--- src/core/sroei_pkg.sv ---
// Shared constants for the biphase receiver output, error and interrupt block.
// Assumes a word-wide classic Wishbone slave; register byte address is four times the index.
`default_nettype none
package sroei_pkg;
  // Register indices; byte address is index times four
  localparam logic [7:0] IDX_VALID_TIMING = 8'h22; // Validity timing control
  localparam logic [7:0] IDX_PARITY_POL = 8'h23; // Parity policy control
  localparam logic [7:0] IDX_ERR_SRC = 8'h25; // Error source select
  localparam logic [7:0] IDX_MASK_A = 8'h2a; // Interrupt mask, line a
  localparam logic [7:0] IDX_MASK_B = 8'h2b; // Interrupt mask, line b
  localparam logic [7:0] IDX_STAT_A = 8'h2c; // Interrupt status, line a, clear on read
  localparam logic [7:0] IDX_STAT_B = 8'h2d; // Interrupt status, line b, clear on read
  localparam logic [7:0] IDX_PIN_MODE = 8'h2e; // Status pin function select
  localparam logic [7:0] IDX_FMT = 8'h2f; // Output format control
  localparam logic [7:0] IDX_FRAME_STAT = 8'h30; // Frame index and concealment state
  // Reset values
  localparam logic [7:0] RST_ERR_SRC = 8'h01; // Only unlock enabled
  localparam logic [7:0] RST_MASK = 8'hff; // All sources masked
  localparam logic [2:0] RST_FMT = 3'h4; // 24-bit I2S
  // Output format codes
  localparam logic [2:0] FMT_RJ24 = 3'h0; // 24-bit right-justified
  localparam logic [2:0] FMT_RJ16 = 3'h3; // 16-bit right-justified
  localparam logic [2:0] FMT_I2S = 3'h4; // 24-bit I2S
  localparam logic [2:0] FMT_LJ24 = 3'h5; // 24-bit left-justified
  // First bit slot of the word inside a 32-slot half frame
  localparam logic [4:0] SLOT_I2S = 5'h01; // One slot after the frame clock edge
  localparam logic [4:0] SLOT_LJ = 5'h00; // On the frame clock edge
  localparam logic [4:0] SLOT_RJ24 = 5'h08; // 32 minus 24
  localparam logic [4:0] SLOT_RJ16 = 5'h10; // 32 minus 16
  // Parity policy codes
  localparam logic [1:0] POL_IGNORE = 2'h0; // Pass everything
  localparam logic [1:0] POL_PCM = 2'h1; // Repeat then mute, PCM only
  localparam logic [1:0] POL_ALL = 2'h2; // Repeat then mute, all data
  // Error source enable bit positions
  localparam int ERRB_UNLOCK = 0; // PLL unlock
  localparam int ERRB_PARITY = 1; // Parity error
  localparam int ERRB_VALID = 2; // Validity bit set
  localparam int ERRB_NONAUDIO = 3; // Non-PCM data
  localparam int ERRB_LIMIT = 4; // Out-of-range rate
  localparam int ERRB_RATE = 5; // Rate change
  // Pin function codes
  localparam logic [1:0] PIN_FLAG = 2'h0; // Direct flag
  localparam logic [1:0] PIN_IRQ = 2'h1; // Interrupt line
  localparam logic [1:0] PIN_HIZ = 2'h2; // Released
  // Framing and concealment counts
  localparam logic [7:0] FRAME_LAST = 8'd191; // Last frame of a block
  localparam logic [7:0] CS_NONAUDIO_BIT = 8'd1; // Channel status bit marking non-PCM
  localparam logic [3:0] ERR_RUN_LIMIT = 4'd8; // Errors repeated before muting
  localparam logic [2:0] BLK_FLAG_FRAMES = 3'd7; // Frames after the first that keep the flag
endpackage : sroei_pkg
`default_nettype wire

--- src/core/sroei_core.sv ---
// Receiver output stage: serial audio formatter, C/U/V and block flag, concealment, error and interrupt pins.
// Assumes decoded samples arrive as single-cycle strobes on clk and the recovered bit clock is an asynchronous pin.
//
// Overview of operation
// [RULE_01] Format select picks RJ24, RJ16, I2S or LJ24
// [RULE_02] Samples go out MSB first, two's complement
// [RULE_03] C, U, V outputs track the frame clock
// [RULE_04] Frame clock polarity follows selected format
// [RULE_05] Block start raises flag for eight frames
// [RULE_06] Frames numbered 0 to 191 per block
// [RULE_07] Validity rises immediately or at sample start
// [RULE_08] PCM parity error repeats previous good sample
// [RULE_09] Non-PCM samples pass unchanged, no repetition
// [RULE_10] Policy 01: mute after eight errors, PCM
// [RULE_11] Policy 10: same, for PCM and non-PCM
// [RULE_12] Policy 00 ignores errors; 11 reserved
// [RULE_13] Status pins: flag, interrupt, or released
// [RULE_14] Interrupt is OR of unmasked pending bits
// [RULE_15] Status read clears bits and interrupt pin
// [RULE_16] Masks reset to all sources masked
// [RULE_17] Error flag ORs enabled sources; unlock default
// [RULE_18] Eight interrupt sources, analog only on b
// [RULE_19] Host reads status to find and clear
// [RULE_20] Unlisted format codes behave as I2S
// [RULE_21] Good sample clears error run and mute
//
// Local design decision: register access over Wishbone.
`default_nettype none
module sroei_core
  import sroei_pkg::*;
(
  input wire logic clk, // 200 MHz system clock
  input wire logic srst, // Synchronous reset, active high
  input wire logic wb_cyc_i, // Wishbone cycle
  input wire logic wb_stb_i, // Wishbone strobe
  input wire logic wb_we_i, // Wishbone write enable
  input wire logic [9:0] wb_adr_i, // Wishbone byte address
  input wire logic [31:0] wb_dat_i, // Wishbone write data
  input wire logic [3:0] wb_sel_i, // Wishbone byte selects
  output logic [31:0] wb_dat_o, // Wishbone read data
  output logic wb_ack_o, // Wishbone acknowledge
  input wire logic rx_bit_clk, // Recovered 64fs bit clock pin
  input wire logic smp_valid, // Decoded sample strobe
  input wire logic smp_right, // Sample belongs to right channel
  input wire logic [23:0] smp_data, // Decoded sample, two's complement
  input wire logic smp_parity_err, // Sample had a parity error
  input wire logic smp_c, // Channel status bit of sample
  input wire logic smp_u, // User bit of sample
  input wire logic smp_v, // Validity bit of sample
  input wire logic smp_block_start, // Sample followed a block-start preamble
  input wire logic pll_unlock, // Receiver PLL not locked
  input wire logic rate_out_of_range, // Incoming rate outside limits
  input wire logic rate_change_ev, // Pulse: incoming rate changed
  input wire logic emphasis_ev, // Pulse: emphasis flag seen
  input wire logic surround_ev, // Pulse: compressed-disc surround found
  input wire logic cs_update_ev, // Pulse: channel status updated
  input wire logic burst_update_ev, // Pulse: burst preamble updated
  input wire logic analog_level_ev, // Pulse: analog level crossed
  output logic serial_data_out, // Serial audio data
  output logic recovered_frame_clock_out, // Frame clock
  output logic channel_status_out, // Channel status bit
  output logic user_bits_out, // User bit
  output logic validity_out, // Validity bit
  output logic block_start_flag, // Block start flag
  output logic interrupt_line_a, // Pin a level
  output logic interrupt_line_a_oe_n, // Pin a enable, low drives
  output logic interrupt_line_b, // Pin b level
  output logic interrupt_line_b_oe_n // Pin b enable, low drives
);
  // Register file
  logic validity_timing_select_r; // 0 immediate, 1 at sample start
  logic [1:0] parity_error_policy_r; // Concealment policy
  logic [7:0] err_en_r; // Error source enables
  logic [7:0] mask_a_r, mask_b_r; // Interrupt masks
  logic [7:0] stat_a_r, stat_b_r; // Pending interrupt bits
  logic [3:0] pin_mode_r; // Pin functions, b in [3:2], a in [1:0]
  logic [2:0] output_format_select_r; // Format code
  // Bus
  logic bus_req; // New request this cycle
  logic [7:0] idx; // Register index
  logic rd_a, rd_b; // Status reads being answered
  // Receive side
  logic [7:0] fidx_r; // Frame number of last left sample
  logic [7:0] fidx_nxt; // Frame number of arriving left sample
  logic nonaudio_flag; // Latched channel status bit 1
  logic [3:0] err_run_r; // Consecutive error count
  logic mute_r; // Output muted
  logic [23:0] good_l_r, good_r_r; // Last good sample per channel
  logic [23:0] conceal; // Sample after concealment
  logic conceal_on; // Policy covers this data type
  logic last_v_r, last_perr_r; // Latest validity and parity state
  logic [23:0] pend_l_r, pend_r_r; // Samples waiting for next frame
  logic [2:0] pend_cuv_l_r, pend_cuv_r_r; // C, U, V waiting
  logic pend_bs_r; // Block start waiting
  // Link side
  logic [2:0] bck_sync_r; // Bit clock synchroniser
  logic bck_fall; // Settled falling edge
  logic [5:0] slot_r; // Bit slot within the frame
  logic [5:0] slot_nxt; // Slot after this edge
  logic [2:0] fmt_eff; // Format with unlisted codes folded
  logic [4:0] start_slot; // First data slot of each half
  logic [23:0] shift_r; // Output shift register
  logic [23:0] out_l_r, out_r_r; // Current frame pair
  logic [2:0] cuv_l_r, cuv_r_r; // Current frame C, U, V
  logic [2:0] blk_cnt_r; // Frames left for block flag
  // Errors and interrupts
  logic err_flag; // Receiver error level
  logic err_flag_d_r, nonaudio_d_r; // Delayed for edge detect
  logic [7:0] ev_a, ev_b; // Interrupt events this cycle
  logic [7:0] stat_a_nxt, stat_b_nxt, mask_a_nxt, mask_b_nxt; // Next values
  logic irq_a_r, irq_b_r; // Interrupt levels

  // Bus decode
  assign bus_req = wb_cyc_i & wb_stb_i & ~wb_ack_o;
  assign idx = wb_adr_i[9:2];
  assign rd_a = bus_req & ~wb_we_i & (idx == IDX_STAT_A);
  assign rd_b = bus_req & ~wb_we_i & (idx == IDX_STAT_B);

  // Acknowledge one cycle after the request, every address
  always_ff @(posedge clk) begin
    if (srst) begin
      wb_ack_o <= 1'b0;
    end else begin
      wb_ack_o <= bus_req;
    end
  end

  // Read data; unmapped indices read zero
  always_ff @(posedge clk) begin
    if (srst) begin
      wb_dat_o <= 32'h0;
    end else if (bus_req & ~wb_we_i) begin
      case (idx)
        IDX_VALID_TIMING: wb_dat_o <= {31'h0, validity_timing_select_r};
        IDX_PARITY_POL: wb_dat_o <= {30'h0, parity_error_policy_r};
        IDX_ERR_SRC: wb_dat_o <= {24'h0, err_en_r};
        IDX_MASK_A: wb_dat_o <= {24'h0, mask_a_r};
        IDX_MASK_B: wb_dat_o <= {24'h0, mask_b_r};
        IDX_STAT_A: wb_dat_o <= {24'h0, stat_a_r}; // [RULE_19]
        IDX_STAT_B: wb_dat_o <= {24'h0, stat_b_r}; // [RULE_19]
        IDX_PIN_MODE: wb_dat_o <= {28'h0, pin_mode_r};
        IDX_FMT: wb_dat_o <= {29'h0, output_format_select_r};
        IDX_FRAME_STAT: wb_dat_o <= {14'h0, mute_r, nonaudio_flag, err_run_r, 4'h0, fidx_r};
        default: wb_dat_o <= 32'h0;
      endcase
    end
  end

  // Next masks from writes on byte lane 0
  always_comb begin
    mask_a_nxt = mask_a_r;
    mask_b_nxt = mask_b_r;
    if (bus_req & wb_we_i & wb_sel_i[0] & (idx == IDX_MASK_A)) begin
      mask_a_nxt = wb_dat_i[7:0];
    end
    if (bus_req & wb_we_i & wb_sel_i[0] & (idx == IDX_MASK_B)) begin
      mask_b_nxt = wb_dat_i[7:0];
    end
  end

  // Control registers
  always_ff @(posedge clk) begin
    if (srst) begin
      validity_timing_select_r <= 1'b0;
      parity_error_policy_r <= POL_IGNORE;
      err_en_r <= RST_ERR_SRC; // [RULE_17]
      mask_a_r <= RST_MASK; // [RULE_16]
      mask_b_r <= RST_MASK; // [RULE_16]
      pin_mode_r <= {PIN_FLAG, PIN_FLAG}; // [RULE_13]
      output_format_select_r <= RST_FMT;
    end else begin
      mask_a_r <= mask_a_nxt;
      mask_b_r <= mask_b_nxt;
      if (bus_req & wb_we_i & wb_sel_i[0]) begin
        case (idx)
          IDX_VALID_TIMING: validity_timing_select_r <= wb_dat_i[0];
          IDX_PARITY_POL: parity_error_policy_r <= wb_dat_i[1:0];
          IDX_ERR_SRC: err_en_r <= {2'h0, wb_dat_i[5:0]};
          IDX_PIN_MODE: pin_mode_r <= wb_dat_i[3:0];
          IDX_FMT: output_format_select_r <= wb_dat_i[2:0];
          default: ;
        endcase
      end
    end
  end

  // Frame numbering and non-PCM detection from channel status bit 1
  assign fidx_nxt = smp_block_start ? 8'h0 : ((fidx_r == FRAME_LAST) ? 8'h0 : fidx_r + 8'h1); // [RULE_06]
  always_ff @(posedge clk) begin
    if (srst) begin
      fidx_r <= FRAME_LAST;
      nonaudio_flag <= 1'b0;
    end else if (smp_valid & ~smp_right) begin
      fidx_r <= fidx_nxt; // [RULE_06]
      if (fidx_nxt == CS_NONAUDIO_BIT) begin
        nonaudio_flag <= smp_c; // [RULE_09]
      end
    end
  end

  // Concealment covers PCM under policy 01, everything under 10; 00 and 11 pass data
  assign conceal_on = (parity_error_policy_r == POL_ALL) | ((parity_error_policy_r == POL_PCM) & ~nonaudio_flag); // [RULE_09] [RULE_11] [RULE_12]
  always_comb begin
    conceal = smp_data; // [RULE_12]
    if (conceal_on & smp_parity_err) begin
      if (err_run_r >= ERR_RUN_LIMIT) begin
        conceal = 24'h0; // [RULE_10]
      end else begin
        conceal = smp_right ? good_r_r : good_l_r; // [RULE_08]
      end
    end
  end

  // Error run counter, mute state and last good samples
  always_ff @(posedge clk) begin
    if (srst) begin
      err_run_r <= 4'h0;
      mute_r <= 1'b0;
      good_l_r <= 24'h0;
      good_r_r <= 24'h0;
    end else if (smp_valid) begin
      if (smp_parity_err & conceal_on) begin
        if (err_run_r >= ERR_RUN_LIMIT) begin
          mute_r <= 1'b1; // [RULE_10] [RULE_11]
        end else begin
          err_run_r <= err_run_r + 4'h1;
        end
      end else if (~smp_parity_err) begin
        err_run_r <= 4'h0; // [RULE_21]
        mute_r <= 1'b0; // [RULE_21]
        if (smp_right) begin
          good_r_r <= smp_data;
        end else begin
          good_l_r <= smp_data;
        end
      end
    end
  end

  // Samples and side bits wait here for the next frame start
  always_ff @(posedge clk) begin
    if (srst) begin
      pend_l_r <= 24'h0;
      pend_r_r <= 24'h0;
      pend_cuv_l_r <= 3'h0;
      pend_cuv_r_r <= 3'h0;
      pend_bs_r <= 1'b0;
      last_v_r <= 1'b0;
      last_perr_r <= 1'b0;
    end else begin
      // A consumed block start is dropped so the flag runs once; a new one in the same cycle wins
      if (bck_fall & (slot_nxt == 6'h0)) begin
        pend_bs_r <= 1'b0; // [RULE_05]
      end
      if (smp_valid) begin
        last_v_r <= smp_v;
        last_perr_r <= smp_parity_err;
        if (smp_right) begin
          pend_r_r <= conceal;
          pend_cuv_r_r <= {smp_c, smp_u, smp_v};
        end else begin
          pend_l_r <= conceal;
          pend_cuv_l_r <= {smp_c, smp_u, smp_v};
          pend_bs_r <= smp_block_start;
        end
      end
    end
  end

  // Bit clock: three flops, a fall counts when the second is low and the third still high
  always_ff @(posedge clk) begin
    if (srst) begin
      bck_sync_r <= 3'h0;
    end else begin
      bck_sync_r <= {bck_sync_r[1:0], rx_bit_clk};
    end
  end
  assign bck_fall = ~bck_sync_r[1] & bck_sync_r[2];
  assign slot_nxt = slot_r + 6'h1;

  // Effective format and first data slot
  always_comb begin
    case (output_format_select_r)
      FMT_RJ24: begin
        fmt_eff = FMT_RJ24; // [RULE_01]
        start_slot = SLOT_RJ24;
      end
      FMT_RJ16: begin
        fmt_eff = FMT_RJ16; // [RULE_01]
        start_slot = SLOT_RJ16;
      end
      FMT_LJ24: begin
        fmt_eff = FMT_LJ24; // [RULE_01]
        start_slot = SLOT_LJ;
      end
      default: begin
        fmt_eff = FMT_I2S; // [RULE_01] [RULE_20]
        start_slot = SLOT_I2S;
      end
    endcase
  end

  // Slot counter, frame clock and serial shifter, all moved on the bit clock fall
  always_ff @(posedge clk) begin
    if (srst) begin
      slot_r <= 6'h3f;
      recovered_frame_clock_out <= 1'b0;
      shift_r <= 24'h0;
      serial_data_out <= 1'b0;
    end else if (bck_fall) begin
      slot_r <= slot_nxt;
      recovered_frame_clock_out <= (fmt_eff == FMT_I2S) ? slot_nxt[5] : ~slot_nxt[5]; // [RULE_04]
      if (slot_nxt[4:0] == start_slot) begin
        // Load the half's word; 16-bit mode keeps the top sixteen bits
        serial_data_out <= slot_nxt[5] ? out_r_r[23] : out_l_r[23]; // [RULE_02]
        if (fmt_eff == FMT_RJ16) begin
          shift_r <= {(slot_nxt[5] ? out_r_r[22:8] : out_l_r[22:8]), 9'h0};
        end else begin
          shift_r <= {(slot_nxt[5] ? out_r_r[22:0] : out_l_r[22:0]), 1'b0};
        end
      end else begin
        serial_data_out <= shift_r[23]; // [RULE_02]
        shift_r <= {shift_r[22:0], 1'b0};
      end
    end
  end

  // Frame start: take the waiting pair and run the block flag
  always_ff @(posedge clk) begin
    if (srst) begin
      out_l_r <= 24'h0;
      out_r_r <= 24'h0;
      cuv_l_r <= 3'h0;
      cuv_r_r <= 3'h0;
      blk_cnt_r <= 3'h0;
      block_start_flag <= 1'b0;
    end else if (bck_fall & (slot_nxt == 6'h0)) begin
      out_l_r <= pend_l_r;
      out_r_r <= pend_r_r;
      cuv_l_r <= pend_cuv_l_r;
      cuv_r_r <= pend_cuv_r_r;
      if (pend_bs_r) begin
        block_start_flag <= 1'b1; // [RULE_05]
        blk_cnt_r <= BLK_FLAG_FRAMES;
      end else if (blk_cnt_r == 3'h0) begin
        block_start_flag <= 1'b0; // [RULE_05]
      end else begin
        blk_cnt_r <= blk_cnt_r - 3'h1;
      end
    end
  end

  // C and U change with each half; V per the timing select
  always_ff @(posedge clk) begin
    if (srst) begin
      channel_status_out <= 1'b0;
      user_bits_out <= 1'b0;
      validity_out <= 1'b0;
    end else begin
      if (bck_fall & (slot_nxt[4:0] == 5'h0)) begin
        channel_status_out <= slot_nxt[5] ? cuv_r_r[2] : cuv_l_r[2]; // [RULE_03]
        user_bits_out <= slot_nxt[5] ? cuv_r_r[1] : cuv_l_r[1]; // [RULE_03]
        if (validity_timing_select_r) begin
          validity_out <= slot_nxt[5] ? cuv_r_r[0] : cuv_l_r[0]; // [RULE_07]
        end
      end
      if (~validity_timing_select_r & smp_valid) begin
        validity_out <= smp_v; // [RULE_07]
      end
    end
  end

  // Receiver error flag
  assign err_flag = (err_en_r[ERRB_UNLOCK] & pll_unlock) | (err_en_r[ERRB_PARITY] & last_perr_r)
    | (err_en_r[ERRB_VALID] & last_v_r) | (err_en_r[ERRB_NONAUDIO] & nonaudio_flag)
    | (err_en_r[ERRB_LIMIT] & rate_out_of_range) | (err_en_r[ERRB_RATE] & rate_change_ev); // [RULE_17]

  // Interrupt events; analog crossing only reaches line b
  assign ev_a = {1'b0, rate_change_ev, burst_update_ev, cs_update_ev, surround_ev, emphasis_ev,
    nonaudio_flag & ~nonaudio_d_r, err_flag & ~err_flag_d_r}; // [RULE_18]
  assign ev_b = {analog_level_ev, ev_a[6:0]}; // [RULE_18]
  // A read clears everything, but an event in the same cycle survives
  assign stat_a_nxt = (rd_a ? 8'h0 : stat_a_r) | ev_a; // [RULE_15]
  assign stat_b_nxt = (rd_b ? 8'h0 : stat_b_r) | ev_b; // [RULE_15]

  // Pending bits and interrupt levels
  always_ff @(posedge clk) begin
    if (srst) begin
      err_flag_d_r <= 1'b0;
      nonaudio_d_r <= 1'b0;
      stat_a_r <= 8'h0;
      stat_b_r <= 8'h0;
      irq_a_r <= 1'b0;
      irq_b_r <= 1'b0;
    end else begin
      err_flag_d_r <= err_flag;
      nonaudio_d_r <= nonaudio_flag;
      stat_a_r <= stat_a_nxt;
      stat_b_r <= stat_b_nxt;
      irq_a_r <= |(stat_a_nxt & ~mask_a_nxt); // [RULE_14]
      irq_b_r <= |(stat_b_nxt & ~mask_b_nxt); // [RULE_14]
    end
  end

  // Status pins: flag, interrupt line or released
  always_ff @(posedge clk) begin
    if (srst) begin
      interrupt_line_a <= 1'b0;
      interrupt_line_b <= 1'b0;
      interrupt_line_a_oe_n <= 1'b0;
      interrupt_line_b_oe_n <= 1'b0;
    end else begin
      interrupt_line_a <= (pin_mode_r[1:0] == PIN_IRQ) ? irq_a_r : err_flag_d_r; // [RULE_13]
      interrupt_line_b <= (pin_mode_r[3:2] == PIN_IRQ) ? irq_b_r : nonaudio_d_r; // [RULE_13]
      interrupt_line_a_oe_n <= (pin_mode_r[1:0] == PIN_HIZ); // [RULE_13]
      interrupt_line_b_oe_n <= (pin_mode_r[3:2] == PIN_HIZ); // [RULE_13]
    end
  end
endmodule : sroei_core
`default_nettype wire

--- config.mk ---
export PLATFORM = sky130hd
export DESIGN_NAME = sroei_core
export DESIGN_NICKNAME = d
export VERILOG_FILES = /design/src/core/sroei_pkg.sv /design/src/core/sroei_core.sv
export SDC_FILE = /design/constraint.sdc
export NUM_CORES = 1
export LEC_CHECK = 0
export ABC_AREA = 1
export BUFFER_PORTS_ARGS = -buffer_cell sky130_fd_sc_hd__buf_2
export CORE_UTILIZATION = 53
export DETAILED_ROUTE_END_ITERATION = 8
export PLACE_DENSITY = 0.76
export SKIP_CTS_REPAIR_TIMING = 1
export SLEW_MARGIN = 20
export SYNTH_ARGS = -nofsm -noshare
export SYNTH_HDL_FRONTEND = slang
export SYNTH_SLANG_ARGS = --single-unit
--- constraint.sdc ---
create_clock -name clk -period 1.9 [get_ports clk]
set_clock_uncertainty 0.05 [all_clocks]
set_input_delay 0.285 -clock clk [delete_from_list [all_inputs] [get_ports clk]]
set_output_delay 0.285 -clock clk [all_outputs]
set_load 0.02 [all_outputs]
# ---- Word level (Yosys, flattened, before mapping)
# Index checks and enable logic that the tools add are counted.
# Widths: inputs -> output; s select.
dict set report word_totals {
  reg_bits 304
  inputBits 91
  out_inout_bits 43
  elab_cells 189
}
dict set report classes {
  addsub 4
  magnitude_cmp 1
  n_eq_ne 27
  n_mux 40
  bitwise 47
  n_reduce_logical 24
}
# operator count
set ops {}
lappend ops {{$pmux 18 s10} 1}
lappend ops {{$mux 24} 5}
lappend ops {{$eq 8x6->1 const B} 10}
lappend ops {{$mux 8} 6}
lappend ops {{$and 1x1->1} 24}
lappend ops {{$mux 23} 1}
lappend ops {{$reduce_and 2->1} 11}
lappend ops {{$mux 1} 19}
lappend ops {{$and 8x8->8} 2}
lappend ops {{$not 8->8} 2}
lappend ops {{$reduce_or 8->1} 2}
lappend ops {{$mux 15} 1}
lappend ops {{$pmux 5 s3} 1}
lappend ops {{$mux 4} 3}
lappend ops {{$not 1->1} 11}
lappend ops {{$pmux 3 s3} 1}
lappend ops {{$add 8x1->8 const B} 1}
lappend ops {{$eq 8x1->1 const B} 1}
lappend ops {{$eq 8x8->1 const B} 1}
lappend ops {{$or 8x7->8} 1}
lappend ops {{$or 8x8->8} 1}
lappend ops {{$reduce_and 4->1} 2}
lappend ops {{$add 6x1->6 const B} 1}
lappend ops {{$eq 2x1->1 const B} 3}
lappend ops {{other kinds (16)} 32}

# ---- Depth between registers and ports, before layout
dict set report logic_depth {
  word_depth 10
  ltp_mapped 13
  ltp_nobuf 13
}

# ---- Worst setup path after synthesis
# Ideal clock, no wire load.
dict set report synth_timing {
  path_type {reg-to-reg}
  from {register slot_r[0]}
  to {register shift_r[14]}
  setup_time_ns 0.132
  t_arrival_ns 1.689
  t_required_ns 1.718
  path_slack_ns 0.028
  path_stages_with_launch 12
  n_path_buf 1
  cell_sequence {dfxtp_1 -> ha_1 -> nand3_1 -> nand2_1 -> nand2_1 -> inv_2 -> nor2_1 -> nor2_1 -> buf_2 -> nand3_1 -> nand3_1 -> a21oi_1}
}
dict set report synth_between {
  elab_chain_len 4
  word_cells_on_any_way 6
  classes_between {1 x add/sub; 1 x eq/ne; 4 x mux}
}
# element line
set synth_rtl {}
lappend synth_rtl {{from (decl)} sroei_core.sv:98} ;# logic [5:0] slot_r;
lappend synth_rtl {{from (signal assigned)} sroei_core.sv:311} ;# slot_r <= slot_nxt;
lappend synth_rtl {{$add 6x1->6 (*)} sroei_core.sv:279} ;# assign slot_nxt = slot_r + 6'h1;
lappend synth_rtl {{$mux 23 / $mux 15 (equally long branches)} {sroei_core.sv:319, sroei_core.sv:317}}
lappend synth_rtl {{$mux 24} sroei_core.sv:316} ;# if (fmt_eff == FMT_RJ16) begin
lappend synth_rtl {{$mux 24 (*)} sroei_core.sv:313} ;# if (slot_nxt[4:0] == start_slot) begin
lappend synth_rtl {{to (signal assigned)} sroei_core.sv:317} ;# shift_r <= {(slot_nxt[5] ? out_r_r[22:8] : out_l_r[22:8]), 9'h0};
lappend synth_rtl {{to (signal assigned)} sroei_core.sv:319} ;# shift_r <= {(slot_nxt[5] ? out_r_r[22:0] : out_l_r[22:0]), 1'b0};
lappend synth_rtl {{to (signal assigned)} sroei_core.sv:323} ;# shift_r <= {shift_r[22:0], 1'b0};
lappend synth_rtl {{to (decl)} sroei_core.sv:102} ;# logic [23:0] shift_r;
# Mark *: on every way between the ends. The rest lies on a longest branch, timed or not.
# A chain may end at the register's enable or synchronous reset.

# ---- Final worst setup path
dict set report layout_timing {
  from {register slot_r[1]}
  to {register cuv_l_r[0]}
}
dict set report layout_between {
  elab_chain_len 3
}
# element line
set layout_rtl {}
lappend layout_rtl {{$add 6x1->6} sroei_core.sv:279}
lappend layout_rtl {{$logic_not 6->1} sroei_core.sv:337} ;# end else if (bck_fall & (slot_nxt == 6'h0)) begin
lappend layout_rtl {{$and 1x1->1} sroei_core.sv:337}
lappend layout_rtl {{to (signal assigned)} sroei_core.sv:340} ;# cuv_l_r <= pend_cuv_l_r;
lappend layout_rtl {{to (decl)} sroei_core.sv:104} ;# logic [2:0] cuv_l_r, cuv_r_r;
# No other way between the ends.

==> flow_metrics.py <==
metrics = {
    "grt": {
        "grtUsageTotal": 0.288,
        "grt-ovfl-total": 0,
        "grt_max_degree": 73,
        "met2_usage": 0.456,
        "top_usage_layer": "met2",
        "grt_use_met3": 0.0504,
        "grt_pass1_wl_um": 57500,
        "use_met1": 0.402,
        "antenna_found_initial": 0,
        "grt_pass1_vias": 11600,
    },
    "cells_and_area": {
        "fin_cells": 2373,
        "final_area_um2": 15900,
        "nFillCells": 1993,
        "drive_gt1_frac": 0.144,
        "regArea_um2": 5720,
        "diodes": 0,
        "multiInputGateArea_um2": 5970,
        "final_nets": 2127,
        "syn_to_final_growth_pct": 23.4,
    },
    "pwr": {
        "power_mw": 13.8,
        "clkPwrFrac": 0.435,
        "power_frac_comb": 0.108,
        "p_leak_nw": 7.64,
        "pwr-share-seq": 0.457,
        "p_sw_frac": 0.260,
        "peakVddDrop_uv": 786,
        "p_sw_mw": 3.59,
        "p_int_mw": 10.2,
        "power_density_nw_per_um2": 869,
    },
    "logic_synthesis": {
        "synth_edf_count": 0,
        "yosys-top-cells-count": "nand2_1 (340), dfxtp_1 (285), nor2_1 (259)",
        "ys_dominant_reg_cell": "dfxtp_1",
        "synth_area_per_cell_um2": 6.86,
        "synth_cell_types": 36,
        "netlist.area_leader.share": 0.443,
        "async_reset_ff_frac": 0,
        "synth_most_common_cell": "nand2_1",
        "yosys_warnings": 0,
        "syn_area_um2": 12900,
        "synthCells": 1876,
        "ys_ff_latch": 285,
        "ys_seq_area_frac": 0.443,
        "synth_area_leaders": "dfxtp_1 (44%), nand2_1 (9.9%), nor2_1 (7.5%), o21ai_0 (7.3%), nand3_1 (7.0%)",
        "yosys.area.top_type": "dfxtp_1",
    },
    "worst_setup_path": {
        "worst-r2r-setup-slack_ns": 0.04,
        "cp.arrival_ns": 2.32,
        "endpoint_kind": "flip-flop",
        "worst_r2r_startpoint": "slot_r[1]",
        "critPathKind": "flip-flop to flip-flop",
        "reg2reg_to": "cuv_l_r[0]",
        "crit_required_ns": 2.35,
        "startpoint_type": "flip-flop",
        "crit_fanout": 5,
        "reg2regPathDepth": 12,
    },
    "sta": {
        "holdWs_ns": -0.0205,
        "period_minus_slack_ns": 1.86,
        "rsz0062_at_grt": "true",
        "fmax_mhz": 536,
        "tightest_slew_ns": 0.555,
        "slew_viol_final": 0,
        "timing.slew.headroom": 0.629,
        "setup_viol": 0,
        "finalSetupTns_ns": 0,
        "finalCritPeriodShare": 0.981,
        "fin_ws_ns": 0.0354,
        "hold_viol_final": 6,
    },
    "placed_design": {
        "dpl.cell_count": 2267,
        "hpwl_um": 23900,
        "place_congestion": 0.922,
        "pre_cts_ws_ns": -0.0324,
        "portBuffers": 86,
        "placed_area_um2": 14100,
    },
    "floorplan": {
        "die_height_um": 158,
        "num_rows": 56,
        "start_util": 0.544,
        "dieArea_um2": 24900,
        "core_um2": 23700,
        "die_w_um": 158,
        "num_io_pins": 134,
    },
    "run_status": {
        "status": "finished, violations left",
        "violations": "negative hold slack",
    },
    "routing": {
        "drt.antenna.violating_nets": 0,
        "drc": 0,
        "dr.pass1.iters": 6,
        "routedWlPerCell_um": 15.6,
        "vias": 12800,
        "drt_iter0_markers": 1352,
        "vias_per_cell": 5.39,
        "routed_wl_um": 37100,
    },
    "clock_tree": {
        "numClockSinks": 285,
        "root_buffer": "clkbuf_16",
        "cts_max_level": 1,
        "cts_buffers": 31,
        "path_clk_slew_ns": 0.06,
        "cts_tree": "yes",
        "clkLatencyLatePin_ns": 0.57,
        "cts.path.max_buffers": 3,
    },
    "min_path": {
        "worstHoldEndpoint": "stat_b_r[4]",
        "min_path_cells": 3,
        "min_from": "cs_update_ev",
        "hp-class": "input pin to flip-flop",
    },
    "flow_run": {
        "drv_cap": 0,
    },
}
worst max-delay path: stages, from the launching register on:
cell	delay, ns
dfxtp_4	0.38
ha_4	0.16
nand3_2	0.08
nand2_2	0.09
nand2_2	0.06
inv_2	0.08
nand2_4	0.06
nor3_4	0.25
buf_4	0.17
buf_6	0.11
clkbuf_16	0.14
o21ai_0	0.08
nor2_1	0.10
layer usage:
| metal | share of wire | vias up |
|---|---|---|
| met3 | 0.079 | 80 |
| li1 | - | 6299 |
| met5 | 0 | - |
| met1 | 0.45 | 5897 |
| met4 | 0.027 | 0 |
| met2 | 0.44 | 515 |
worst max path at each step:
stage | startpoint | endpoint | slack (ns) | depth (start not counted)
after global routing | slot_r[1] | cuv_l_r[0] | -0.06 | 12
after global placement | wb_adr_i[9] | irq_a_r | 0.02 | 11
final | slot_r[1] | cuv_l_r[0] | 0.04 | 12
after detailed placement | slot_r[0] | blk_cnt_r[1] | -0.03 | 11
after floorplan | slot_r[0] | shift_r[14] | 0.03 | 11
after CTS | slot_r[0] | blk_cnt_r[1] | -0.05 | 11
cell usage in the layout (no fill, tap or decap), types with 22 or more instances in the layout:
cell type	instances
buf_4	68
dlygate4sd3_1	36
dfxtp_1	281
inv_1	235
mux2i_1	24
buf_2	85
nand3_1	174
clkbuf_16	35
nor2_1	246
o21ai_0	169
o22ai_1	22
a21oi_1	154
nand2_1	334
per-stage QoR:
| stage | hold slack [ns] | util |
|---|---|---|
| CTS | -0.102 | 0.640 |
| floorplan | 0.338 | - |
| global route | 0.00259 | 0.671 |
| detailed placement | 0.349 | 0.596 |
| finish | -0.0205 | 0.671 |
| global placement | 0.354 | 0.596 |
layout make-up:
cell class | instances | area share
clock inverter | 20 | 0.0113
multi-input combinational | 1251 | 0.376
inverter | 242 | 0.0573
sequential | 285 | 0.360
clock buffer | 38 | 0.0536
timing repair buffer | 218 | 0.117
tap | 319 | 0.0251
power by group through the flow:
| stage | combinational, mW | sequential (mW) | clock (mW) |
|---|---|---|---|
| floorplan | 0.878 | 6.40 | 0 |
| global placement | 1.29 | 6.43 | 0 |
| detailed placement | 1.31 | 6.43 | 0 |
| CTS | 1.32 | 6.30 | 6.05 |
| global route | 1.65 | 6.33 | 6.34 |
| finish | 1.49 | 6.31 | 6.00 |
logic make-up (layout without fill, tap and decap cells):
logic type	Yosys count	count (layout)	share of synthesized area
mux	24	24	0.0187
buf+inv	357	518	0.112
flops	285	285	0.443
other cells	1	18	0.000291
simple gates	815	815	0.263
xor+xnor	3	3	0.00204
fa+ha+maj	7	7	0.00680
compound gates	384	384	0.154
state kept, by name, summed over array words and instances, names as in the netlist, 6 cells and up:
signal	count
good_l_r	24
good_r_r	24
out_l_r	24
out_r_r	24
pend_l_r	24
pend_r_r	24
shift_r	23
wb_dat_o	14
fidx_r	8
mask_a_r	8
mask_b_r	8
stat_a_r	8
stat_b_r	8
err_en_r	6
slot_r	6
Note: power is estimated with default switching activity, not from simulation.
